**src/rtl/README_none.sv**
```systemverilog
// intentionally empty compile unit
`default_nettype none
`default_nettype wire

```
**src/rtl/gpc_pkg.sv**
```systemverilog
// constants, types and register map for the port C/D/E pin logic
// assumes one 20 MHz system clock and a word-wide register port
`default_nettype none

package gpc_pkg;

  // ==========================================================
  // widths
  localparam int unsigned DATA_W = 32;
  localparam int unsigned ADDR_W = 32;
  localparam int unsigned PC_W = 15;
  localparam int unsigned PD_W = 9;
  localparam int unsigned PE_W = 14;

  // ==========================================================
  // register byte addresses
  localparam logic [ADDR_W-1:0] PC_DIR_ADDR = 32'hB800_3004;
  localparam logic [ADDR_W-1:0] PC_DRV_ADDR = 32'hB800_3008;
  localparam logic [ADDR_W-1:0] PC_LVL_ADDR = 32'hB800_300C;
  localparam logic [ADDR_W-1:0] PD_DIR_ADDR = 32'hB800_3014;
  localparam logic [ADDR_W-1:0] PD_DRV_ADDR = 32'hB800_3018;
  localparam logic [ADDR_W-1:0] PD_LVL_ADDR = 32'hB800_301C;
  localparam logic [ADDR_W-1:0] PE_DIR_ADDR = 32'hB800_3024;

  // ==========================================================
  // implemented bit masks
  localparam logic [PC_W-1:0] PC_MASK = 15'h7FFF;
  localparam logic [PD_W-1:0] PD_MASK = 9'h17F;
  localparam logic [PE_W-1:0] PE_MASK = 14'h20CF;

  // ==========================================================
  // values after reset
  localparam logic [PC_W-1:0] PC_RST = 15'h0000;
  localparam logic [PD_W-1:0] PD_RST = 9'h000;
  localparam logic [PE_W-1:0] PE_RST = 14'h0000;
  localparam logic [DATA_W-1:0] RDATA_RST = 32'h0000_0000;

  // ==========================================================
  // synchroniser depth
  localparam int unsigned SYNC_STAGES = 2;

  // ==========================================================
  // read selection
  typedef enum logic [2:0] {
    GPC_RS_NONE   = 3'h0,
    GPC_RS_PC_DIR = 3'h1,
    GPC_RS_PC_DRV = 3'h2,
    GPC_RS_PC_LVL = 3'h3,
    GPC_RS_PD_DIR = 3'h4,
    GPC_RS_PD_DRV = 3'h5,
    GPC_RS_PD_LVL = 3'h6,
    GPC_RS_PE_DIR = 3'h7
  } gpc_rsel_t;

  // ==========================================================
  // carriers
  typedef struct packed {
    logic [ADDR_W-1:0] addr;
    logic [DATA_W-1:0] wdata;
    logic wr;
    logic rd;
  } gpc_bus_req_t;

  typedef struct packed {
    logic [PC_W-1:0] oe;
    logic [PC_W-1:0] val;
  } gpc_pc_drv_t;

  typedef struct packed {
    logic [PD_W-1:0] oe;
    logic [PD_W-1:0] val;
  } gpc_pd_drv_t;

  typedef struct packed {
    logic [PE_W-1:0] oe;
    logic [PE_W-1:0] val;
  } gpc_pe_drv_t;

endpackage

`default_nettype wire

```
**src/rtl/gpc_sync.sv**
```systemverilog
// two-flop level synchroniser for a bundle of pin inputs
// assumes each bit is an independent level
`default_nettype none

module gpc_sync #(
  parameter int unsigned W = 1
) (
  // clock and reset
  input wire logic i_clk,
  input wire logic i_rst_n,
  // asynchronous levels
  input wire logic [W-1:0] i_d,
  // synchronised levels
  output var logic [W-1:0] o_q
);

  // ==========================================================
  // stages
  logic [W-1:0] meta_r;
  logic [W-1:0] sync_r;

  always_ff @(posedge i_clk)
  begin
    if (!i_rst_n)
    begin
      meta_r <= '0;
      sync_r <= '0;
    end
    else
    begin
      meta_r <= i_d;
      sync_r <= meta_r;
    end
  end

  assign o_q = sync_r;

endmodule

`default_nettype wire

```
**src/rtl/gpc_field_reg.sv**
```systemverilog
// one software-writable field with a reset value
// assumes write data arrive already masked to implemented bits
`default_nettype none

module gpc_field_reg #(
  parameter int unsigned W = 1,
  parameter logic [W-1:0] RST = '0
) (
  // clock and reset
  input wire logic i_clk,
  input wire logic i_rst_n,
  // write side
  input wire logic i_we,
  input wire logic [W-1:0] i_wdata,
  // stored value
  output var logic [W-1:0] o_q
);

  // ==========================================================
  // storage
  logic [W-1:0] q_r;
  logic [W-1:0] q_nxt;

  assign q_nxt = i_we ? i_wdata : q_r;

  always_ff @(posedge i_clk)
  begin
    if (!i_rst_n)
      q_r <= RST;
    else
      q_r <= q_nxt;
  end

  assign o_q = q_r;

endmodule

`default_nettype wire

```
**src/rtl/gpc_ports.sv**
```systemverilog
// pin logic and registers for general-purpose ports C, D and E
// assumes a one-cycle register port and pins synchronous-safe via sync
//
// Operation
// - port C level bits 14..0 show each pin level in any direction
// - reserved level bits read zero
// - port D direction bits 8..0, 1 drives; bit 7 inert
// - port D drive value reaches pins set to output; bit 7 inert
// - writes to reserved drive bits change nothing
// - port D level bits 8..0 show pin levels; bit 7 reads zero
// - port E direction bits 13..0; bits 12..8 and 5..4 inert
// - port D and E directions reset to zero, all pins inputs
// - port D drive value is read/write and resets to zero
// - level registers are read-only; writes ignored
// - port C direction bits 14..0, resets to zero
// - port C drive value bits 14..0 reach output pins, reset zero
`default_nettype none

module gpc_ports (
  // clock and reset
  input wire logic i_clk,
  input wire logic i_rst_n,
  // register port
  input wire gpc_pkg::gpc_bus_req_t i_bus,
  output var logic [gpc_pkg::DATA_W-1:0] o_rdata,
  // port C pins
  input wire logic [gpc_pkg::PC_W-1:0] i_pc_pin,
  output var gpc_pkg::gpc_pc_drv_t o_pc,
  // port D pins
  input wire logic [gpc_pkg::PD_W-1:0] i_pd_pin,
  output var gpc_pkg::gpc_pd_drv_t o_pd,
  // port E pins
  input wire logic [gpc_pkg::PE_W-1:0] i_pe_drive,
  output var gpc_pkg::gpc_pe_drv_t o_pe
);

  // ==========================================================
  // address match
  function automatic logic addr_hit(
    input logic [gpc_pkg::ADDR_W-1:0] a,
    input logic [gpc_pkg::ADDR_W-1:0] r
  );
    addr_hit = (a == r);
  endfunction

  // ==========================================================
  // declarations
  logic hit_pc_dir;
  logic hit_pc_drv;
  logic hit_pc_lvl;
  logic hit_pd_dir;
  logic hit_pd_drv;
  logic hit_pd_lvl;
  logic hit_pe_dir;

  logic we_pc_dir;
  logic we_pc_drv;
  logic we_pd_dir;
  logic we_pd_drv;
  logic we_pe_dir;

  logic [gpc_pkg::PC_W-1:0] wd_pc;
  logic [gpc_pkg::PD_W-1:0] wd_pd;
  logic [gpc_pkg::PE_W-1:0] wd_pe;

  logic [gpc_pkg::PC_W-1:0] pc_dir_q;
  logic [gpc_pkg::PC_W-1:0] pc_drv_q;
  logic [gpc_pkg::PD_W-1:0] pd_dir_q;
  logic [gpc_pkg::PD_W-1:0] pd_drv_q;
  logic [gpc_pkg::PE_W-1:0] pe_dir_q;

  logic [gpc_pkg::PC_W-1:0] pc_lvl;
  logic [gpc_pkg::PD_W-1:0] pd_lvl;

  logic [gpc_pkg::PE_W-1:0] pe_val_r;
  logic [gpc_pkg::PE_W-1:0] pe_val_nxt;

  gpc_pkg::gpc_rsel_t rd_sel;

  logic [gpc_pkg::DATA_W-1:0] rb_pc_dir;
  logic [gpc_pkg::DATA_W-1:0] rb_pc_drv;
  logic [gpc_pkg::DATA_W-1:0] rb_pc_lvl;
  logic [gpc_pkg::DATA_W-1:0] rb_pd_dir;
  logic [gpc_pkg::DATA_W-1:0] rb_pd_drv;
  logic [gpc_pkg::DATA_W-1:0] rb_pd_lvl;
  logic [gpc_pkg::DATA_W-1:0] rb_pe_dir;
  logic [gpc_pkg::DATA_W-1:0] rb_sel;

  logic [gpc_pkg::DATA_W-1:0] rdata_r;
  logic [gpc_pkg::DATA_W-1:0] rdata_nxt;

  // ==========================================================
  // address decode
  assign hit_pc_dir = addr_hit(i_bus.addr, gpc_pkg::PC_DIR_ADDR);
  assign hit_pc_drv = addr_hit(i_bus.addr, gpc_pkg::PC_DRV_ADDR);
  assign hit_pc_lvl = addr_hit(i_bus.addr, gpc_pkg::PC_LVL_ADDR);
  assign hit_pd_dir = addr_hit(i_bus.addr, gpc_pkg::PD_DIR_ADDR);
  assign hit_pd_drv = addr_hit(i_bus.addr, gpc_pkg::PD_DRV_ADDR);
  assign hit_pd_lvl = addr_hit(i_bus.addr, gpc_pkg::PD_LVL_ADDR);
  assign hit_pe_dir = addr_hit(i_bus.addr, gpc_pkg::PE_DIR_ADDR);

  // ==========================================================
  // write enables, level addresses take none
  assign we_pc_dir = i_bus.wr & hit_pc_dir;
  assign we_pc_drv = i_bus.wr & hit_pc_drv;
  assign we_pd_dir = i_bus.wr & hit_pd_dir;
  assign we_pd_drv = i_bus.wr & hit_pd_drv;
  assign we_pe_dir = i_bus.wr & hit_pe_dir;

  // ==========================================================
  // write data cut to implemented bits
  assign wd_pc = i_bus.wdata[gpc_pkg::PC_W-1:0] & gpc_pkg::PC_MASK;
  assign wd_pd = i_bus.wdata[gpc_pkg::PD_W-1:0] & gpc_pkg::PD_MASK;
  assign wd_pe = i_bus.wdata[gpc_pkg::PE_W-1:0] & gpc_pkg::PE_MASK;

  // ==========================================================
  // port C direction
  gpc_field_reg #(
    .W(gpc_pkg::PC_W),
    .RST(gpc_pkg::PC_RST)
  ) u_pc_dir (
    .i_clk(i_clk),
    .i_rst_n(i_rst_n),
    .i_we(we_pc_dir),
    .i_wdata(wd_pc),
    .o_q(pc_dir_q)
  );

  // ==========================================================
  // port C drive value
  gpc_field_reg #(
    .W(gpc_pkg::PC_W),
    .RST(gpc_pkg::PC_RST)
  ) u_pc_drv (
    .i_clk(i_clk),
    .i_rst_n(i_rst_n),
    .i_we(we_pc_drv),
    .i_wdata(wd_pc),
    .o_q(pc_drv_q)
  );

  // ==========================================================
  // port D direction
  gpc_field_reg #(
    .W(gpc_pkg::PD_W),
    .RST(gpc_pkg::PD_RST)
  ) u_pd_dir (
    .i_clk(i_clk),
    .i_rst_n(i_rst_n),
    .i_we(we_pd_dir),
    .i_wdata(wd_pd),
    .o_q(pd_dir_q)
  );

  // ==========================================================
  // port D drive value
  gpc_field_reg #(
    .W(gpc_pkg::PD_W),
    .RST(gpc_pkg::PD_RST)
  ) u_pd_drv (
    .i_clk(i_clk),
    .i_rst_n(i_rst_n),
    .i_we(we_pd_drv),
    .i_wdata(wd_pd),
    .o_q(pd_drv_q)
  );

  // ==========================================================
  // port E direction
  gpc_field_reg #(
    .W(gpc_pkg::PE_W),
    .RST(gpc_pkg::PE_RST)
  ) u_pe_dir (
    .i_clk(i_clk),
    .i_rst_n(i_rst_n),
    .i_we(we_pe_dir),
    .i_wdata(wd_pe),
    .o_q(pe_dir_q)
  );

  // ==========================================================
  // pin level synchronisers
  gpc_sync #(
    .W(gpc_pkg::PC_W)
  ) u_pc_sync (
    .i_clk(i_clk),
    .i_rst_n(i_rst_n),
    .i_d(i_pc_pin),
    .o_q(pc_lvl)
  );

  gpc_sync #(
    .W(gpc_pkg::PD_W)
  ) u_pd_sync (
    .i_clk(i_clk),
    .i_rst_n(i_rst_n),
    .i_d(i_pd_pin),
    .o_q(pd_lvl)
  );

  // ==========================================================
  // port E drive value registered from the i_pe_drive input
  assign pe_val_nxt = i_pe_drive & gpc_pkg::PE_MASK;

  always_ff @(posedge i_clk)
  begin
    if (!i_rst_n)
      pe_val_r <= gpc_pkg::PE_RST;
    else
      pe_val_r <= pe_val_nxt;
  end

  // ==========================================================
  // readback words, upper bits zero
  assign rb_pc_dir = 32'(pc_dir_q);
  assign rb_pc_drv = 32'(pc_drv_q);
  assign rb_pc_lvl = 32'(pc_lvl);
  assign rb_pd_dir = 32'(pd_dir_q);
  assign rb_pd_drv = 32'(pd_drv_q);
  assign rb_pd_lvl = 32'(pd_lvl & gpc_pkg::PD_MASK);
  assign rb_pe_dir = 32'(pe_dir_q);

  // ==========================================================
  // read select
  assign rd_sel =
    hit_pc_dir ? gpc_pkg::GPC_RS_PC_DIR :
    hit_pc_drv ? gpc_pkg::GPC_RS_PC_DRV :
    hit_pc_lvl ? gpc_pkg::GPC_RS_PC_LVL :
    hit_pd_dir ? gpc_pkg::GPC_RS_PD_DIR :
    hit_pd_drv ? gpc_pkg::GPC_RS_PD_DRV :
    hit_pd_lvl ? gpc_pkg::GPC_RS_PD_LVL :
    hit_pe_dir ? gpc_pkg::GPC_RS_PE_DIR :
    gpc_pkg::GPC_RS_NONE;

  // ==========================================================
  // read mux, unmapped reads zero
  always_comb
  begin
    rb_sel = gpc_pkg::RDATA_RST;
    unique case (rd_sel)
      gpc_pkg::GPC_RS_NONE:
        rb_sel = gpc_pkg::RDATA_RST;
      gpc_pkg::GPC_RS_PC_DIR:
        rb_sel = rb_pc_dir;
      gpc_pkg::GPC_RS_PC_DRV:
        rb_sel = rb_pc_drv;
      gpc_pkg::GPC_RS_PC_LVL:
        rb_sel = rb_pc_lvl;
      gpc_pkg::GPC_RS_PD_DIR:
        rb_sel = rb_pd_dir;
      gpc_pkg::GPC_RS_PD_DRV:
        rb_sel = rb_pd_drv;
      gpc_pkg::GPC_RS_PD_LVL:
        rb_sel = rb_pd_lvl;
      gpc_pkg::GPC_RS_PE_DIR:
        rb_sel = rb_pe_dir;
    endcase
  end

  assign rdata_nxt = i_bus.rd ? rb_sel : gpc_pkg::RDATA_RST;

  // ==========================================================
  // read data, valid one cycle after the strobe only
  always_ff @(posedge i_clk)
  begin
    if (!i_rst_n)
      rdata_r <= gpc_pkg::RDATA_RST;
    else
      rdata_r <= rdata_nxt;
  end

  assign o_rdata = rdata_r;

  // ==========================================================
  // pin drive
  assign o_pc = '{
    oe: pc_dir_q,
    val: pc_drv_q
  };

  assign o_pd = '{
    oe: pd_dir_q,
    val: pd_drv_q
  };

  assign o_pe = '{
    oe: pe_dir_q,
    val: pe_val_r
  };

endmodule

`default_nettype wire

```
**config.mk**
```make
export PLATFORM = sky130hd
export DESIGN_NAME = gpc_ports
export DESIGN_NICKNAME = d
export VERILOG_FILES = /design/src/rtl/README_none.sv /design/src/rtl/gpc_pkg.sv /design/src/rtl/gpc_sync.sv /design/src/rtl/gpc_field_reg.sv /design/src/rtl/gpc_ports.sv
export SDC_FILE = /design/constraint.sdc
export NUM_CORES = 1
export LEC_CHECK = 0
export BUFFER_PORTS_ARGS = -buffer_cell sky130_fd_sc_hd__buf_2
export CAP_MARGIN = 20
export CELL_PAD_IN_SITES_DETAIL_PLACEMENT = 1
export CELL_PAD_IN_SITES_GLOBAL_PLACEMENT = 1
export CORE_MARGIN = 2
export CORE_UTILIZATION = 39
export CTS_CLUSTER_DIAMETER = 100
export CTS_CLUSTER_SIZE = 24
export DETAILED_ROUTE_END_ITERATION = 6
export PLACE_DENSITY_LB_ADDON = 0.1
export SLEW_MARGIN = 20
export SYNTH_ARGS = -nofsm -noshare
export SYNTH_HDL_FRONTEND = slang
export SYNTH_HIERARCHICAL = 1
export SYNTH_SLANG_ARGS = --single-unit
```
**constraint.sdc**
```tcl
create_clock -name i_clk -period 5.7 [get_ports i_clk]
set_input_delay 0.855 -clock i_clk [delete_from_list [all_inputs] [get_ports i_clk]]
set_output_delay 0.855 -clock i_clk [all_outputs]
set_load 0.1 [all_outputs]
```
After elaboration in Yosys (flattened, before gate mapping). Index checks and enable logic that the tools add are counted.

Output and inout port bits: 108. Bits of input ports: 106. Register bits after elaboration: 147. Word-level logic and storage cells: 41.

Muxes and demuxes: 8. Bitwise gates (word level): 5. Reduce and logical (&&, ||, !) cells: 2. Equality and inequality tests: 14.

Operators with widths (count): $pmux 32 s8 (1); $eq 32x32->1 const B (7); $mux 3 (7); $eq 3x3->1 const B (4); $eq 3x2->1 const B (2); $and 1x1->1 (5); $eq 3x1->1 const B (1); $logic_not 3->1 (1); $reduce_and 2->1 (1).

Depth between registers and ports, before layout. Gate-level depths: netlist of run 1.

Depth after elaboration: 10. Gate-level depth with buffers: 10. Mapped depth without buffers: 6.

Cells and area by module. The synthesis of run 1 kept the hierarchy.

Modules (own cells, without submodules): gpc_ports (cells an instance 203, times used 1, area an instance 1676.6 sq um, sequential area each 440.4 sq um); gpc_field_reg at u_pc_dir ... (cells an instance 48, times used 2, area an instance 579.3 sq um, sequential area each 300.3 sq um); gpc_sync at u_pc_sync (cells an instance 63, times used 1, area an instance 812.0 sq um, sequential area each 600.6 sq um); gpc_field_reg at u_pd_dir ... (cells an instance 28, times used 2, area an instance 337.8 sq um, sequential area each 180.2 sq um); gpc_field_reg at u_pe_dir (cells an instance 45, times used 1, area an instance 543.0 sq um, sequential area each 280.3 sq um); gpc_sync at u_pd_sync (cells an instance 37, times used 1, area an instance 501.7 sq um, sequential area each 360.3 sq um).

Worst setup path before layout of run 1. OpenSTA, ideal clock, no wires.

Kind: input to register. Start point: in i_bus[59] (netlist bit). End point: reg u_pe_dir/o_q[10] (netlist name). Slack: 2968 ps. Setup time: 120 ps. Path buffers: 2. Stages: 8. Required time: 5580 ps. Data arrival time: 2613 ps. Cells stage by stage: or4b_4 > nor4_4 > nand3_1 > nor3b_1 > buf_6 > buf_12 > mux2i_1 > nor2b_1.

RTL lines: start, declared (line gpc_ports.sv:24) `input wire gpc_pkg::gpc_bus_req_t i_bus,`.

==> flow_metrics.tcl, run 1 <==
set metrics [dict create \
    status "finished clean" \
    cts_made_buffers 17 \
    drc 0 \
    hold_buffers 0 \
    grt_max_degree 113 \
    ys_warn_count 6 \
    grt_pass1_wl_mm 22.5 \
    gp_congestion 0.776 \
    viasPerCell 4.80 \
    post_dp_cell_area_mm2 0.00614 \
    post-route-util 0.512 \
    fmax_mhz 310 \
    cts_setup_buffers 0 \
    fillerInstances 1522 \
    ir_worst_vdd_mv 0.268 \
    total_power_mw 2.33 \
    portBuffers 164 \
    syn_to_final_growth_pct 28.2 \
    fp.dieW_um 121 \
    drv_slew 0 \
    path_class "in2reg" \
    finish.instance_area_mm2 0.00681 \
    num_vias 4083 \
    clock-root-buffer "clkbuf_16" \
    hold_viol 0 \
    ios 214 \
    p_leak_nw 2.86 \
    drt_iter0_markers 187 \
    tightestPinTransition_ps 846 \
    grt_use_total 0.205 \
    clk_path_buf_depth 2 \
    place_ws_ps 2020 \
    syn-mean-instance-area_um2 10.7 \
    hold_path.class "reg2reg" \
    max_cap_violations 0 \
    cp_data_arrival_time_ps 3540 \
    startpoint_type "input pin" \
    antenna_found_initial 0 \
    dp_hpwl_mm 10.5 \
    layout_min_cycle_time_ps 3220 \
    cts.htree.levels 4 \
    cts_tree "yes" \
    worstHoldPathCells 1 \
    slowest_stage "nor3b_2" \
    wl_per_cell_um 16.9 \
    fp-row-count 42 \
    syn_inst 496 \
    core_mm2 0.0133 \
    grt_pass1_vias 4243 \
    cts-resized-gates 0 \
    netlist_area_mm2 0.00531 \
    initial_utilization 0.400 \
    finalSetupTns_ps 0 \
    skew_ps 5.31 \
    worstSetupEndpointType "register" \
    diodes 0 \
    overflow 0 \
    cp_max_fo 8 \
    die_h_um 121 \
    rsz0062_at_grt "no" \
    drive_above_1_share 0.341 \
    routed_wl_mm 14.4 \
    ff2ff_path_depth 4 \
    final_nets 768 \
    clk_latency_ps 420 \
    clock_sinks 130 \
    cpPeakStageDelay_ps 740 \
    setup_viol 0 \
    period_share 0.566 \
    path_cells "buf_2 > or4b_4 > nor4_4 > nand3_1 > nor3b_2 > buf_4 > mux2i_1 > nor2b_1" \
    crit_required_ps 6010 \
    first_pass_iters 4 \
    max-slew-margin-rel 0.436 \
    die-area_mm2 0.0146 \
    powerDensity_mw_per_mm2 342 \
    ant_nets 0 \
    setup_ws_ps 2480 \
    clk_pin_slew_ps 60 \
]
## routing by layer
metal	routed length, um	global-route usage	part of all wire
met1	6380	0.252	0.44
met5	0	0	0
met2	6880	0.340	0.48
met3	806	0.0566	0.056
met4	330	0.0843	0.023
## flip-flops by register name, summed over array words and instances, names as in the netlist
name              count
u_pd_sync/meta_r      8
u_pc_drv/o_q         15
pe_val_r              7
o_rdata              15
u_pd_drv/o_q          9
u_pc_dir/o_q         15
u_pc_sync/meta_r     15
u_pd_sync/o_q         8
u_pe_dir/o_q         14
u_pd_dir/o_q          9
u_pc_sync/o_q        15
## power by group
part	switching [mW]	total, mW	internal (mW)
sequential	0.00414	0.931	0.927
clock	0.397	1.22	0.818
combinational	0.136	0.182	0.0463
total	0.537	2.33	1.79
## cells in the final DEF, fill, tap and decap left out, drive strengths merged, types with 3 or more instances in the layout
cell     instances
a211o            8
o21bai           8
bufinv           6
nor2b           64
a211oi           5
buf            170
nand2           15
a22oi           13
clkbuf          18
o2bb2ai          5
conb            33
nor2             4
mux2i           71
clkinv           6
and2            55
nor3b            9
dfxtp          130
a21oi            9
a31oi            9
nor4             3
and3            11
## cell type report
type	instances	area, um^2	area share
Clock buffer	18	429	0.0630
Clock inverter	14	236	0.0347
Inverter	2	7.51	0.00110
Multi-Input combinational cell	341	2440	0.359
Sequential cell	130	2600	0.382
Tap cell	176	220	0.0323
Timing Repair Buffer	170	873	0.128
## critical path, delay by kind of cell
kind	cells	cell delay, ps
buffers and inverters	2	450
AND/OR/NAND/NOR	5	2010
multiplexers	1	220
## metrics by stage
stage          instances  hold slack [ps]
3_3_place_gp         818              418
2_1_floorplan        528              412
3_5_place_dp         819              421
6_report             851              432
4_1_cts              851              435
5_1_grt              851              454
## path summary, 6_finish.rpt
kind / startpoint / to / slack, ps
min reg2reg: u_pc_sync/meta_r[4]$_SDFF_PN0_ / u_pc_sync/o_q[4]$_SDFF_PN0_ / 430
max: i_bus[59] / u_pe_dir/o_q[8]$_SDFFE_PN0P_ / 2480
max reg2reg: u_pc_dir/o_q[10]$_SDFFE_PN0P_ / o_rdata[10]$_SDFF_PN0_ / 4540
min: u_pc_sync/meta_r[4]$_SDFF_PN0_ / u_pc_sync/o_q[4]$_SDFF_PN0_ / 430
Power figures use the tool's default switching activity.
==> inputs of run 2 (changes only) <==
CORE_UTILIZATION = 33   (was 39)
clock period = 2.8 ns   (was 5.7 ns; I/O delays follow)
==> flow_metrics.tcl, run 2 (same netlist as run 1, synthesis figures left out) <==
set metrics [dict create \
    status "finished clean" \
    die-area_mm2 0.0171 \
    cts_made_buffers 17 \
    ant_nets 0 \
    cts_tree "yes" \
    layout_common_cells "buf_2, dfxtp_1, mux2i_1" \
    routed_wl_mm 15.3 \
    post-route-util 0.433 \
    drc 0 \
    cp_max_fo 9 \
    viasPerCell 4.57 \
    grt_use_total 0.178 \
    gp_congestion 0.760 \
    grt_pass1_vias 4177 \
    p_int_mw 3.29 \
    post_dp_cell_area_mm2 0.00629 \
    finalSetupTns_ps 0 \
    clock_power_share 0.480 \
    p_sw_mw 1.08 \
    whs_ps 211 \
    final_common_cell "buf_2" \
    drv_slew 0 \
    clk_latency_ps 410 \
    wl_per_cell_um 16.9 \
    rsz0062_at_grt "no" \
    startpoint_type "input pin" \
    hold_viol 0 \
    fp-row-count 46 \
    fmax_mhz 442 \
    pwr-share-seq 0.433 \
    period_share 0.808 \
    path_cells "buf_2 > or4b_4 > nor4_4 > nand3_1 > nor4_2 > buf_4 > mux2i_1 > nor2b_1" \
    clock_sinks 130 \
    grt_pass1_wl_mm 22.6 \
    rr_startpoint "u_pe_dir/o_q[5]$_SDFFE_PN0P_" \
    route.met2.wl_mm 7.47 \
    diodes 0 \
    clk_path_buf_depth 2 \
    first_pass_iters 4 \
    dr_wl_met3_um 898 \
    die_h_um 131 \
    dp_hpwl_mm 11.0 \
    cp_data_arrival_time_ps 2560 \
    finish.instance_area_mm2 0.00686 \
    path_class "in2reg" \
    worstSetupEndpointType "register" \
    powerDensity_mw_per_mm2 638 \
    path_delay_family "simple AND/OR/NAND/NOR gates" \
    tightestPinTransition_ps 907 \
    fillerInstances 1828 \
    cts.htree.levels 4 \
    hold_buffers 0 \
    hp-start "i_pe_drive[0]" \
    top_layer "met5" \
    overflow 0 \
    setup_ws_ps 537 \
    clock-root-buffer "clkbuf_16" \
    fp.dieW_um 131 \
    layout_min_cycle_time_ps 2260 \
    place_ws_ps 98.9 \
    p_leak_nw 2.88 \
    hold_path.class "in2reg" \
    p_comb_frac 0.086 \
    cts_setup_buffers 0 \
    num_vias 4125 \
    dp_cells 870 \
    portBuffers 164 \
    drt_iter0_markers 163 \
    ir_worst_vdd_mv 0.379 \
    grt_max_degree 116 \
    syn_to_final_growth_pct 29.0 \
    cts-resized-gates 0 \
    path_buf_inv 2 \
    core_mm2 0.0158 \
    startpoint "i_bus[59]" \
    slowest_stage "or4b_4" \
    m1WireLength_mm 6.63 \
    cpPeakStageDelay_ps 540 \
    crit_required_ps 3100 \
    total_power_mw 4.37 \
    clk_pin_slew_ps 60 \
    initial_utilization 0.336 \
    drive_above_1_share 0.350 \
    antenna_found_initial 3 \
    final_nets 779 \
    max-slew-margin-rel 0.396 \
    skew_ps 5.55 \
    setup_viol 0 \
    max_cap_violations 0 \
    swShare 0.248 \
    final_cells 902 \
    ios 214 \
]
[run 2: changes by cell type in the layout (fill, tap and decap cells not counted), sizes merged]
cell | before | now
clkinvlp | 2 | 3
clkbuf | 18 | 22
bufinv | 6 | 1
buf | 170 | 181
[run 2: worst paths after layout]
path                                        to  cells past startpoint  slack (ps)
setup reg to reg         o_rdata[5]$_SDFF_PN0_                      3        1630
hold reg to reg   u_pc_sync/o_q[11]$_SDFF_PN0_                      1         430
hold / removal          pe_val_r[0]$_SDFF_PN0_                      2         210
setup / recovery  u_pd_dir/o_q[3]$_SDFFE_PN0P_                      8         540
[run 2: worst reg2reg max path, delay by kind of cell (launching register included)]
| family | cells | cell delay [ps] |
|---|---|---|
| compound gates | 2 | 550 |
| flops | 1 | 320 |
| simple gates | 1 | 160 |
[run 2: layout make-up]
class | count | area (um^2) | share of cell area
clock buffers | 22 | 484 | 0.0706
clock inverters | 10 | 82.6 | 0.0120
inverters | 2 | 7.51 | 0.00110
multi-input cells | 341 | 2430 | 0.355
flip-flops and latches | 130 | 2600 | 0.380
well taps | 216 | 270 | 0.0394
repair buffers | 181 | 973 | 0.142
[run 2: metal layers]
metal	GRT usage	vias to the layer above
li1	-	2005
met1	0.214	1972
met2	0.299	125
met3	0.0566	19
met4	0.0632	4
met5	0	-
[run 2: power groups by stage]
| stage | Clock (mW) | Sequential (mW) | Combinational [mW] |
|---|---|---|---|
| 5_1_grt | 2.24 | 1.90 | 0.399 |
| 2_1_floorplan | 0 | 1.97 | 0.259 |
| 4_1_cts | 2.16 | 1.89 | 0.380 |
| 6_report | 2.10 | 1.89 | 0.377 |
| 3_5_place_dp | 0 | 1.93 | 0.379 |
| 3_3_place_gp | 0 | 1.93 | 0.375 |
